`config.mk`:
```
export PLATFORM = sky130hd
export DESIGN_NAME = dscp_dev_flat
export DESIGN_NICKNAME = d
export VERILOG_FILES = /design/src/include/dscp_pkg.sv /design/src/include/dscp_if.sv /design/src/rtl/dscp_dev.sv /design/src/rtl/dscp_sync.sv /design/src/flat_wrapper.sv
export SDC_FILE = /design/constraint.sdc
export NUM_CORES = 1
export LEC_CHECK = 0
export ABC_AREA = 1
export BUFFER_PORTS_ARGS = -buffer_cell sky130_fd_sc_hd__clkbuf_2
export CAP_MARGIN = 20
export CELL_PAD_IN_SITES_DETAIL_PLACEMENT = 0
export CELL_PAD_IN_SITES_GLOBAL_PLACEMENT = 1
export CORE_MARGIN = 10
export CORE_UTILIZATION = 40
export CTS_BUF_LIST = sky130_fd_sc_hd__clkbuf_4
export CTS_CLUSTER_SIZE = 8
export DETAILED_ROUTE_END_ITERATION = 16
export PLACE_DENSITY = 0.81
export SLEW_MARGIN = 10
export SYNTH_ARGS = -nofsm -noshare
export SYNTH_HDL_FRONTEND = slang
export SYNTH_SLANG_ARGS = --single-unit
```
`constraint.sdc`:
```
create_clock -name clk -period 5.3 [get_ports clk]
set_input_delay 0.265 -clock clk [delete_from_list [all_inputs] [get_ports clk]]
set_output_delay 0.265 -clock clk [all_outputs]
set_load 0.02 [all_outputs]
```
`src/include/dscp_pkg.sv`:
```
// Constants shared by both ends of the three-wire DAC control port.
// Assumes a 250 MHz system clock on both ends of the link.
// What this block does
// - High mode pin selects three-wire serial control.
// - Sixteen-bit words; bits 9,10 pick register.
// - Host clocks bits; device samples on control clock.
// - Latch low transfers shifted word into register.
// - Host writes zero into every reserved bit.
// - Left level code gives gain y/256, 255->256.
// - Left level applies only when commit bit set.
// - Register 1 does same for right channel.
// - Register 2 bit 0 soft-mutes the output.
// - Register 2 bits 1,2 select de-emphasis rate.
// - Force-zero bit holds both outputs at bipolar zero.
// - Enabled detector forces zero after 65536 zero bits.
// - Detector disabled: zeros convert normally, stay connected.
// - Reset pin low: bipolar zero, serial input disabled.
// - Register 3 bit 0 selects I2S or right-justified.
// - Polarity bit swaps which frame level is left.
// - Register 3 bit 2 picks 16 or 18 bits.
// - Shared bit makes both channels use left attenuation.
// - Register 3 bits 4-7 route each output channel.
// - Reset values 0x00FF, 0x02FF, 0x0400, 0x0690.
// - Host waits 1024 clocks before programming takes effect.
package dscp_pkg;

  localparam int WORD_BITS = 16;
  localparam int SEL_LO_BIT = 9;
  localparam int SEL_HI_BIT = 10;
  localparam int COMMIT_BIT = 8;
  localparam int MUTE_BIT = 0;
  localparam int DEEMPH_LO_BIT = 1;
  localparam int DEEMPH_HI_BIT = 2;
  localparam int FORCE_ZERO_BIT = 3;
  localparam int ZERO_DET_BIT = 4;
  localparam int I2S_BIT = 0;
  localparam int LR_POL_BIT = 1;
  localparam int WORD_LEN_BIT = 2;
  localparam int SHARED_BIT = 3;
  localparam int ROUTE_LSB = 4;

  localparam logic [15:0] RST_LEFT = 16'h00FF;
  localparam logic [15:0] RST_RIGHT = 16'h02FF;
  localparam logic [15:0] RST_MUTE = 16'h0400;
  localparam logic [15:0] RST_FORMAT = 16'h0690;

  // Writable bits of each register, the select bits included.
  localparam logic [15:0] MASK_ATTEN = 16'h07FF;
  localparam logic [15:0] MASK_MUTE = 16'h061F;
  localparam logic [15:0] MASK_FORMAT = 16'h06FF;

  localparam logic [7:0] LEVEL_FULL = 8'hFF;
  localparam logic [8:0] GAIN_UNITY = 9'h100;

  localparam int ZERO_RUN_BCK = 65536;
  localparam int INIT_CYCLES = 1024;
  localparam int HALF_BIT_CYCLES = 10;

  localparam logic [3:0] OFS_WORD = 4'h0;
  localparam logic [3:0] OFS_STATUS = 4'h4;
  localparam logic [3:0] OFS_PINS = 4'h8;
  localparam logic [1:0] RST_PINS = 2'h3;

  typedef enum logic [1:0] {
    DSCP_IDLE = 2'b00,
    DSCP_LOW = 2'b01,
    DSCP_HIGH = 2'b11,
    DSCP_LATCH = 2'b10
  } dscp_state_e;

endpackage : dscp_pkg

```
`src/include/dscp_if.sv`:
```
// Pins of the three-wire control port between host and converter.
// Assumes the bench joins one host end and one device end to it.
`timescale 1ns/10ps
`default_nettype none
interface dscp_if;
  logic control_clock_pin;
  logic control_latch_pin;
  logic control_data_pin;
  logic mode_sel_pin;
  logic reset_n_pin;

  modport host (
    output control_clock_pin,
    output control_latch_pin,
    output control_data_pin,
    output mode_sel_pin,
    output reset_n_pin
  );

  modport dev (
    input control_clock_pin,
    input control_latch_pin,
    input control_data_pin,
    input mode_sel_pin,
    input reset_n_pin
  );
endinterface : dscp_if
`default_nettype wire

```
`src/rtl/dscp_dev.sv`:
```
// Converter end: serial control capture, control registers, zero detect.
// Assumes all pins are asynchronous to clk and at least 3 clk wide.
`timescale 1ns/10ps
`default_nettype none
module dscp_dev #(
  parameter int ZERO_RUN = dscp_pkg::ZERO_RUN_BCK
) (
  input  wire logic       clk,
  input  wire logic       reset,
  dscp_if.dev             link,
  input  wire logic       bit_clock_in,
  input  wire logic       frame_clock_in,
  input  wire logic       audio_data_in,
  output logic [8:0]      left_gain_y,
  output logic [8:0]      right_gain_y,
  output logic            soft_mute,
  output logic [1:0]      deemph_sel,
  output logic            bipolar_zero,
  output logic            modulator_connected,
  output logic            i2s_format_sel,
  output logic            word_length_sel,
  output logic            left_frame_active,
  output logic [1:0]      left_route,
  output logic [1:0]      right_route
);

  // Gain numerator y of y/256; code 255 maps to unity.
  function automatic logic [8:0] gain_y(input logic [7:0] code);
    gain_y = (code == dscp_pkg::LEVEL_FULL) ? dscp_pkg::GAIN_UNITY
                                            : {1'b0, code};
  endfunction : gain_y

  logic [6:0]  pins_s;
  logic        mode_s;
  logic        rstn_s;
  logic        mclk_s;
  logic        latch_s;
  logic        data_s;
  logic        bck_s;
  logic        lrc_s;
  logic        din_s;
  logic        mclk_q_reg;
  logic        latch_q_reg;
  logic        bck_q_reg;
  logic        port_en;
  logic        mclk_rise;
  logic        latch_fall;
  logic        bck_rise;
  logic [15:0] shift_reg;
  logic [15:0] left_ctl_reg;
  logic [15:0] right_ctl_reg;
  logic [15:0] mute_ctl_reg;
  logic [15:0] format_ctl_reg;
  logic [7:0]  left_applied_reg;
  logic [7:0]  right_applied_reg;
  logic [16:0] zero_cnt_reg;
  logic        zero_hit_reg;
  logic [1:0]  sel;
  logic        force_zero;
  logic        zero_det_en;
  logic [7:0]  right_level;

  dscp_sync #(
    .WIDTH(7)
  ) u_sync (
    .clk      (clk),
    .reset    (reset),
    .async_in ({link.mode_sel_pin, link.reset_n_pin, link.control_clock_pin,
                link.control_latch_pin, link.control_data_pin, bit_clock_in,
                frame_clock_in}),
    .sync_out (pins_s)
  );

  // Audio data has the same synchroniser depth as the bit clock.
  // Both therefore stay aligned when a bit clock edge is sampled.
  dscp_sync #(
    .WIDTH(1)
  ) u_sync_din (
    .clk      (clk),
    .reset    (reset),
    .async_in (audio_data_in),
    .sync_out (din_s)
  );

  assign {mode_s, rstn_s, mclk_s, latch_s, data_s, bck_s, lrc_s} = pins_s;

  assign port_en    = mode_s & rstn_s;
  assign mclk_rise  = mclk_s & ~mclk_q_reg;
  assign latch_fall = latch_q_reg & ~latch_s;
  assign bck_rise   = bck_s & ~bck_q_reg;
  assign sel        = {shift_reg[dscp_pkg::SEL_HI_BIT],
                       shift_reg[dscp_pkg::SEL_LO_BIT]};
  assign force_zero  = mute_ctl_reg[dscp_pkg::FORCE_ZERO_BIT];
  assign zero_det_en = mute_ctl_reg[dscp_pkg::ZERO_DET_BIT];
  assign right_level = format_ctl_reg[dscp_pkg::SHARED_BIT]
                       ? left_applied_reg : right_applied_reg;

  always_ff @(posedge clk) begin
    if (reset) begin
      mclk_q_reg  <= 1'b0;
      latch_q_reg <= 1'b0;
      bck_q_reg   <= 1'b0;
    end else begin
      mclk_q_reg  <= mclk_s;
      latch_q_reg <= latch_s;
      bck_q_reg   <= bck_s;
    end
  end

  // Bits enter MSB first, one per rising control clock edge.
  always_ff @(posedge clk) begin
    if (reset || !port_en) begin
      shift_reg <= '0;
    end else if (mclk_rise) begin
      shift_reg <= {shift_reg[14:0], data_s};
    end
  end

  // A low reset pin returns every mode control to its default.
  always_ff @(posedge clk) begin
    if (reset || !rstn_s) begin
      left_ctl_reg   <= dscp_pkg::RST_LEFT;
      right_ctl_reg  <= dscp_pkg::RST_RIGHT;
      mute_ctl_reg   <= dscp_pkg::RST_MUTE;
      format_ctl_reg <= dscp_pkg::RST_FORMAT;
    end else if (port_en && latch_fall) begin
      case (sel)
        2'h0:    left_ctl_reg   <= shift_reg;
        2'h1:    right_ctl_reg  <= shift_reg;
        2'h2:    mute_ctl_reg   <= shift_reg;
        2'h3:    format_ctl_reg <= shift_reg;
        default: left_ctl_reg   <= left_ctl_reg;
      endcase
    end
  end

  // The applied level follows the stored word only while its commit bit
  // is set, so a deferred word leaves the output at its old level.
  always_ff @(posedge clk) begin
    if (reset || !rstn_s) begin
      left_applied_reg  <= dscp_pkg::RST_LEFT[7:0];
      right_applied_reg <= dscp_pkg::RST_RIGHT[7:0];
    end else begin
      if (left_ctl_reg[dscp_pkg::COMMIT_BIT]) begin
        left_applied_reg <= left_ctl_reg[7:0];
      end
      if (right_ctl_reg[dscp_pkg::COMMIT_BIT]) begin
        right_applied_reg <= right_ctl_reg[7:0];
      end
    end
  end

  // Any one bit sampled on the bit clock ends a zero run at once.
  always_ff @(posedge clk) begin
    if (reset || !rstn_s || !zero_det_en) begin
      zero_cnt_reg <= '0;
      zero_hit_reg <= 1'b0;
    end else if (bck_rise) begin
      if (din_s) begin
        zero_cnt_reg <= '0;
        zero_hit_reg <= 1'b0;
      end else if (zero_cnt_reg == 17'(ZERO_RUN - 1)) begin
        zero_hit_reg <= 1'b1;
      end else begin
        zero_cnt_reg <= zero_cnt_reg + 17'h0_0001;
      end
    end
  end

  always_ff @(posedge clk) begin
    if (reset) begin
      bipolar_zero        <= 1'b1;
      modulator_connected <= 1'b0;
    end else begin
      bipolar_zero        <= ~rstn_s | force_zero
                             | (zero_det_en & zero_hit_reg);
      modulator_connected <= rstn_s & ~force_zero
                             & ~(zero_det_en & zero_hit_reg);
    end
  end

  always_ff @(posedge clk) begin
    if (reset) begin
      left_gain_y       <= dscp_pkg::GAIN_UNITY;
      right_gain_y      <= dscp_pkg::GAIN_UNITY;
      soft_mute         <= 1'b0;
      deemph_sel        <= 2'h0;
      i2s_format_sel    <= 1'b0;
      word_length_sel   <= 1'b0;
      left_frame_active <= 1'b0;
      left_route        <= 2'h2;
      right_route       <= 2'h2;
    end else begin
      left_gain_y       <= gain_y(left_applied_reg);
      right_gain_y      <= gain_y(right_level);
      soft_mute         <= mute_ctl_reg[dscp_pkg::MUTE_BIT];
      deemph_sel        <=
        {mute_ctl_reg[dscp_pkg::DEEMPH_HI_BIT],
         mute_ctl_reg[dscp_pkg::DEEMPH_LO_BIT]};
      i2s_format_sel    <= format_ctl_reg[dscp_pkg::I2S_BIT];
      word_length_sel   <= format_ctl_reg[dscp_pkg::WORD_LEN_BIT];
      left_frame_active <=
        lrc_s ^ format_ctl_reg[dscp_pkg::LR_POL_BIT];
      left_route        <=
        {format_ctl_reg[dscp_pkg::ROUTE_LSB],
         format_ctl_reg[dscp_pkg::ROUTE_LSB + 1]};
      right_route       <=
        {format_ctl_reg[dscp_pkg::ROUTE_LSB + 2],
         format_ctl_reg[dscp_pkg::ROUTE_LSB + 3]};
    end
  end
endmodule : dscp_dev
`default_nettype wire

```
`src/rtl/dscp_sync.sv`:
```
// Two-flop synchroniser for a vector of independent levels.
// Assumes each bit is a slow level or a clock far below clk.
`timescale 1ns/10ps
`default_nettype none
module dscp_sync #(
  parameter int WIDTH = 1
) (
  input  wire logic             clk,
  input  wire logic             reset,
  input  wire logic [WIDTH-1:0] async_in,
  output logic      [WIDTH-1:0] sync_out
);
  logic [WIDTH-1:0] meta_reg;

  always_ff @(posedge clk) begin
    if (reset) begin
      meta_reg <= '0;
      sync_out <= '0;
    end else begin
      meta_reg <= async_in;
      sync_out <= meta_reg;
    end
  end
endmodule : dscp_sync
`default_nettype wire

```
`src/flat_wrapper.sv`:
```
// flat-port wrapper written by rule: the top's interface ports become plain ports
module dscp_dev_flat 
#(
  parameter int ZERO_RUN = dscp_pkg::ZERO_RUN_BCK
)
  (clk, reset, bit_clock_in, frame_clock_in, audio_data_in, left_gain_y, right_gain_y, soft_mute, deemph_sel, bipolar_zero, modulator_connected, i2s_format_sel, word_length_sel, left_frame_active, left_route, right_route, link_control_clock_pin, link_control_latch_pin, link_control_data_pin, link_mode_sel_pin, link_reset_n_pin);
  dscp_if link_i ();
  input  wire logic clk;
  input  wire logic reset;
  input  wire logic bit_clock_in;
  input  wire logic frame_clock_in;
  input  wire logic audio_data_in;
  output logic [8:0] left_gain_y;
  output logic [8:0] right_gain_y;
  output logic soft_mute;
  output logic [1:0] deemph_sel;
  output logic bipolar_zero;
  output logic modulator_connected;
  output logic i2s_format_sel;
  output logic word_length_sel;
  output logic left_frame_active;
  output logic [1:0] left_route;
  output logic [1:0] right_route;
  input wire logic [$bits(link_i.control_clock_pin)-1:0] link_control_clock_pin;
  input wire logic [$bits(link_i.control_latch_pin)-1:0] link_control_latch_pin;
  input wire logic [$bits(link_i.control_data_pin)-1:0] link_control_data_pin;
  input wire logic [$bits(link_i.mode_sel_pin)-1:0] link_mode_sel_pin;
  input wire logic [$bits(link_i.reset_n_pin)-1:0] link_reset_n_pin;
  assign link_i.control_clock_pin = link_control_clock_pin;
  assign link_i.control_latch_pin = link_control_latch_pin;
  assign link_i.control_data_pin = link_control_data_pin;
  assign link_i.mode_sel_pin = link_mode_sel_pin;
  assign link_i.reset_n_pin = link_reset_n_pin;
  dscp_dev #(.ZERO_RUN(ZERO_RUN)) u_core (.clk(clk), .reset(reset), .link(link_i), .bit_clock_in(bit_clock_in), .frame_clock_in(frame_clock_in), .audio_data_in(audio_data_in), .left_gain_y(left_gain_y), .right_gain_y(right_gain_y), .soft_mute(soft_mute), .deemph_sel(deemph_sel), .bipolar_zero(bipolar_zero), .modulator_connected(modulator_connected), .i2s_format_sel(i2s_format_sel), .word_length_sel(word_length_sel), .left_frame_active(left_frame_active), .left_route(left_route), .right_route(right_route));
endmodule
```
## After elaboration in Yosys (flattened, before gate mapping)

Index checks and enable logic that the tools add are counted.

- Input port bits: 10
- Output and inout bits: 30
- Logic and storage cells: 77
- Register bits: 125

- Multiplexer cells: 7
- Reduce and logical (&&, ||, !) cells: 17
- Bitwise gates (word level): 16
- Add/sub/neg operators: 1
- Eq/ne operators: 7

Operators by type and width:

| operator | count |
|---|---|
| $mux W17 | 2 |
| $mux W9 | 2 |
| $add A17 B1 Y17 const B | 1 |
| $eq A17 B16 Y1 const B | 1 |
| $eq A8 B8 Y1 const B | 2 |
| $reduce_and A2 Y1 | 6 |
| $mux W8 | 1 |
| $and A1 B1 Y1 | 7 |
| $not A1 Y1 | 6 |
| $eq A2 B2 Y1 const B | 2 |
| $reduce_or A2 Y1 | 2 |
| $logic_not A1 Y1 | 3 |
| $logic_or A1 B1 Y1 | 3 |
| $eq A2 B1 Y1 const B | 1 |
| $logic_not A2 Y1 | 1 |
| $mux W1 | 2 |
| $ne A2 B2 Y1 const B | 1 |
| $or A1 B1 Y1 | 2 |
| $reduce_bool A2 Y1 | 1 |
| $logic_and A1 B1 Y1 | 1 |
| $xor A1 B1 Y1 | 1 |

## Logic depth before layout (Yosys ltp)

- Depth after elaboration: 4
- Depth in mapped cells: 13
- Mapped depth without buffers: 13

## Cells and area by module

Synthesis repeated with hierarchy kept, for this count alone.

- Cell total of the unflattened synthesis: 567
- Area, all modules: 4478.0 µm²

Modules (own cells, without submodules):

| module | times used | area each (µm²) | cells an instance | sequential area each (µm²) |
|---|---|---|---|---|
| dscp_dev | 1 | 4026.4 | 518 | 2182.1 |
| dscp_sync at u_core.u_sync | 1 | 396.6 | 43 | 280.3 |
| dscp_sync at u_core.u_sync_din | 1 | 55.1 | 6 | 40.0 |

## Least setup slack after synthesis

Ideal clock, no wire load.

- Path type: register to register
- From: register u_core.zero_cnt_reg[5]
- To: register u_core.zero_cnt_reg[14]
- Path slack: 3.557 ns
- Required time: 5.185 ns
- Buffers on the path: 0
- Cell stages (with the launch flop): 13
- Arrival: 1.628 ns
- Setup time: 0.115 ns
- Period minus slack after synthesis: 1.743 ns
- Cell sequence: dfxtp_1 -> nand2_1 -> nor2_1 -> nand2_1 -> nor3_1 -> ha_1 -> inv_1 -> nor2_2 -> nor2_8 -> nand2_2 -> nor2_1 -> a21oi_1 -> nor2_1

- Word-level cells in the longest chain between the ends: 3
- Elaborated cells on any way between the ends: 6
- Those cells by class: 1 x add/sub; 2 x eq/ne; 2 x mux; 1 x reduce/logical

RTL lines:

| element | RTL line | RTL |
|---|---|---|
| from (decl) | dscp_dev.sv:56 | `logic [16:0] zero_cnt_reg;` |
| from (signal assigned) | dscp_dev.sv:165 | `zero_cnt_reg <= zero_cnt_reg + 17'h0_0001;` |
| $add A17 B1 Y17 or $eq A17 B16 Y1 (tied branches) | dscp_dev.sv:165, dscp_dev.sv:162 |  |
| $mux W17 or $ne A2 B2 Y1 (tied branches) | n/a |  |
| $mux W17 or $reduce_and A2 Y1 (tied branches) | n/a |  |

Several ways; a longest one is shown, not always the timed one. The select of a mux whose other input is x is not followed.
A chain may end at the register's enable or synchronous reset.

## Worst setup path after layout

- From: register u_core.zero_cnt_reg[4]
- To: register u_core.zero_cnt_reg[14]

The elaborated chain is that of the path after synthesis.

==> results.toml <==
[synth]
synth_common_cells = "dfxtp_1 (125), nand2_1 (96), nor2_1 (82), inv_1 (75), o21ai_0 (37)"
async_reset_ff_share_pct = 0
synth_top_cell_by_area = "dfxtp_1"
ys.flop_type = "dfxtp_1"
yosys_warnings = 0
synthMostInstantiatedCell = "dfxtp_1"
syn-num-nets = 576
synth_top_area_share_pct = 55.4
seq_area_frac_synth_pct = 55.4
syn_inst = 564
synth_seq_cells = 125
synth_edf_count = 0
yosysUniqueCellTypes = 30
syn-cell-area_um2 = 4520
synthTopCellsByArea = "dfxtp_1 (55%), nand2_1 (8.0%), nor2_1 (6.8%)"
synth_area_per_cell_um2 = 8.01

[worst_hold_path]
hold_path.startpoint = "reset"
hp-class = "in -> reg"

[clocking]
clk_path_buf_depth = 2
cts_buffers = 17
cts_resized = 0
cts.sinks = 125
htree_num_levels = 4
clkLatencyLatePin_ns = 0.50
cts_root_buf = "clkbuf_4"
clk_pin_slew_worst_paths_ns = 0.11
cts_tree = "yes"

[floorplan]
design.core.area_um2 = 10900
die-area_um2 = 15900
start_util_pct = 41.3
die_x_um = 126
io_pins = 40
die_h_um = 126
fp-row-count = 38

[timing]
setup_viol = 0
holdWs_ns = 0.351
finalHoldViolations = 0
min_period_ns = 2.09
skew_ns = 0.0142
slew_violations = 0
finalSetupTns_ns = 0
worst_pin_slew_ns = 0.802
timing.final.crit_share_pct = 39.3
fmax_mhz = 480
rsz0062_at_grt = "no"
layout_setup_ws_ns = 3.21
relSlewSlack_pct = 46.4

[pwr]
pwr-share-clk_pct = 38.9
p_comb_share_pct = 2.1
power.static_leakage_nw = 2.40
seqPwrFrac_pct = 58.9
power_mw = 1.61
swShare_pct = 23.2
ir_worst_vdd_uv = 163
intPower_mw = 1.24
power_density_nw_per_um2 = 313
p_switching_mw = 0.374

[setup_path]
cp_max_fo = 9
worst_setup_path_start_kind = "flip-flop"
crit_arrival_ns = 2.49
critical_path_class = "reg -> reg"
critPathRequiredTime_ns = 5.71
critPathCaptureType = "flip-flop"
r2r-start = "u_core.zero_cnt_reg[4]$_SDFFE_PP0P_"
critPathLaunch = "u_core.zero_cnt_reg[4]$_SDFFE_PP0P_"

[placement]
post-place-cells = 725
dp_hpwl_um = 6070
dpl_worst_slack_ns = 2.88
place_congestion = 0.764
placed_area_um2 = 4790
numPortBuffers = 39

[layout]
area_growth_syn_to_layout_pct = 13.9
largest_register_ffs = 17
fin_util_pct = 47.0
final_area_um2 = 5140
drive_gt1_share_pct = 16.2
num-fill-cells = 1124
antenna_cells = 0
fin_cells = 765
fin_nets = 624

[drt]
drt-pass1-iter-count = 4
vias_per_cell = 4.51
drtAntennaViolNets = 0
wl_per_cell_um = 11.4
drtIter0Drc = 195
via_count = 3448
wirelength_um = 8730
drc_errors = 0

[global_routing]
grt_max_degree = 41
grt_pass1_wl_um = 15100
grt_use_total_pct = 11.4
grt_pass1_vias = 3324
antenna_found_initial = 0
grt_overflow_total = 0

[status]
status = "complete, no violations"

[run]
drv_cap = 0
==> final cells by class <==
class,instances,area [µm²],area share (%)
Sequential cell,125,2500,48.6
Tap cell,140,175,3.41
Clock buffer,17,128,2.48
Inverter,81,304,5.91
Multi-Input combinational cell,340,1610,31.3
Clock inverter,15,149,2.89
Timing Repair Buffer,47,275,5.35
==> placed cells by master (no fill, tap or decap), drive strengths merged, types with 2 or more instances in the layout <==
| master | synthesis | final |
|---|---|---|
| ha | 2 | 2 |
| o21ai | 47 | 47 |
| nand2 | 103 | 103 |
| clkinvlp | 0 | 5 |
| bufinv | 0 | 2 |
| a21oi | 34 | 34 |
| clkinv | 2 | 9 |
| nand4 | 7 | 7 |
| nor3 | 2 | 2 |
| dlygate4sd3 | 0 | 8 |
| clkbuf | 6 | 56 |
| nand3 | 36 | 36 |
| o211ai | 3 | 3 |
| dfxtp | 125 | 125 |
| nor2 | 101 | 101 |
| inv | 79 | 80 |
==> cell families after synthesis <==
| family | Yosys count | share of synthesized area, % |
|---|---|---|
| AND/OR/NAND/NOR | 251 | 24.9 |
| flip-flops | 125 | 55.4 |
| buffers and inverters | 99 | 8.92 |
| AO/OA/AOI/OAI | 86 | 10.1 |
| adder cells (fa/ha/maj) | 2 | 0.554 |
| XOR/XNOR | 1 | 0.194 |
==> critical path, cell delays in order, from the launching register on <==
cell and delay (ns):
dfxtp_1 0.42, nand2_1 0.09, nor2_1 0.23, nand2_1 0.12, nor3_1 0.24, ha_1 0.21, inv_1 0.06, nor2_2 0.19
nor2_8 0.08, nand2_2 0.10, nor2_1 0.06, a21oi_1 0.12, nor2_1 0.06
==> power groups by stage <==
| stage | registers, mW | clock network [mW] | logic, mW |
|---|---|---|---|
| 4_1_cts | 0.949 | 0.654 | 0.0348 |
| 2_1_floorplan | 0.972 | 0 | 0.0200 |
| 3_5_place_dp | 0.971 | 0 | 0.0301 |
| 3_3_place_gp | 0.971 | 0 | 0.0293 |
| 5_1_grt | 0.951 | 0.691 | 0.0393 |
| 6_report | 0.949 | 0.627 | 0.0340 |
==> layer usage <==
metal  up-vias  track usage, %  wire length, µm  share of wire [%]
met5         -               0                0                  0
li1       1866               -                -                  -
met1      1518            14.3             4500                 52
met2        59            17.3             3710                 42
met3         5            4.11              435                5.0
met4         0            4.62               85               0.97
==> repair_timing <==
action                                 in CTS  in global routing
hold buffers                                8                  0
setup buffers                               0                  0
endpoints found under the hold margin       8                  0
==> final timing paths <==
check | endpoint | slack (ns) | cells after the start
worst max register to register | u_core.zero_cnt_reg[14]$_SDFFE_PP0P_ | 3.21 | 12
worst max-delay path | u_core.zero_cnt_reg[14]$_SDFFE_PP0P_ | 3.21 | 12
worst min-delay path | u_core.left_frame_active$_SDFF_PP0_ | 0.35 | 2
worst min register to register | u_core.u_sync_din.sync_out$_SDFF_PP0_ | 0.41 | 2
No activity file was read; power rests on OpenSTA's default activity.
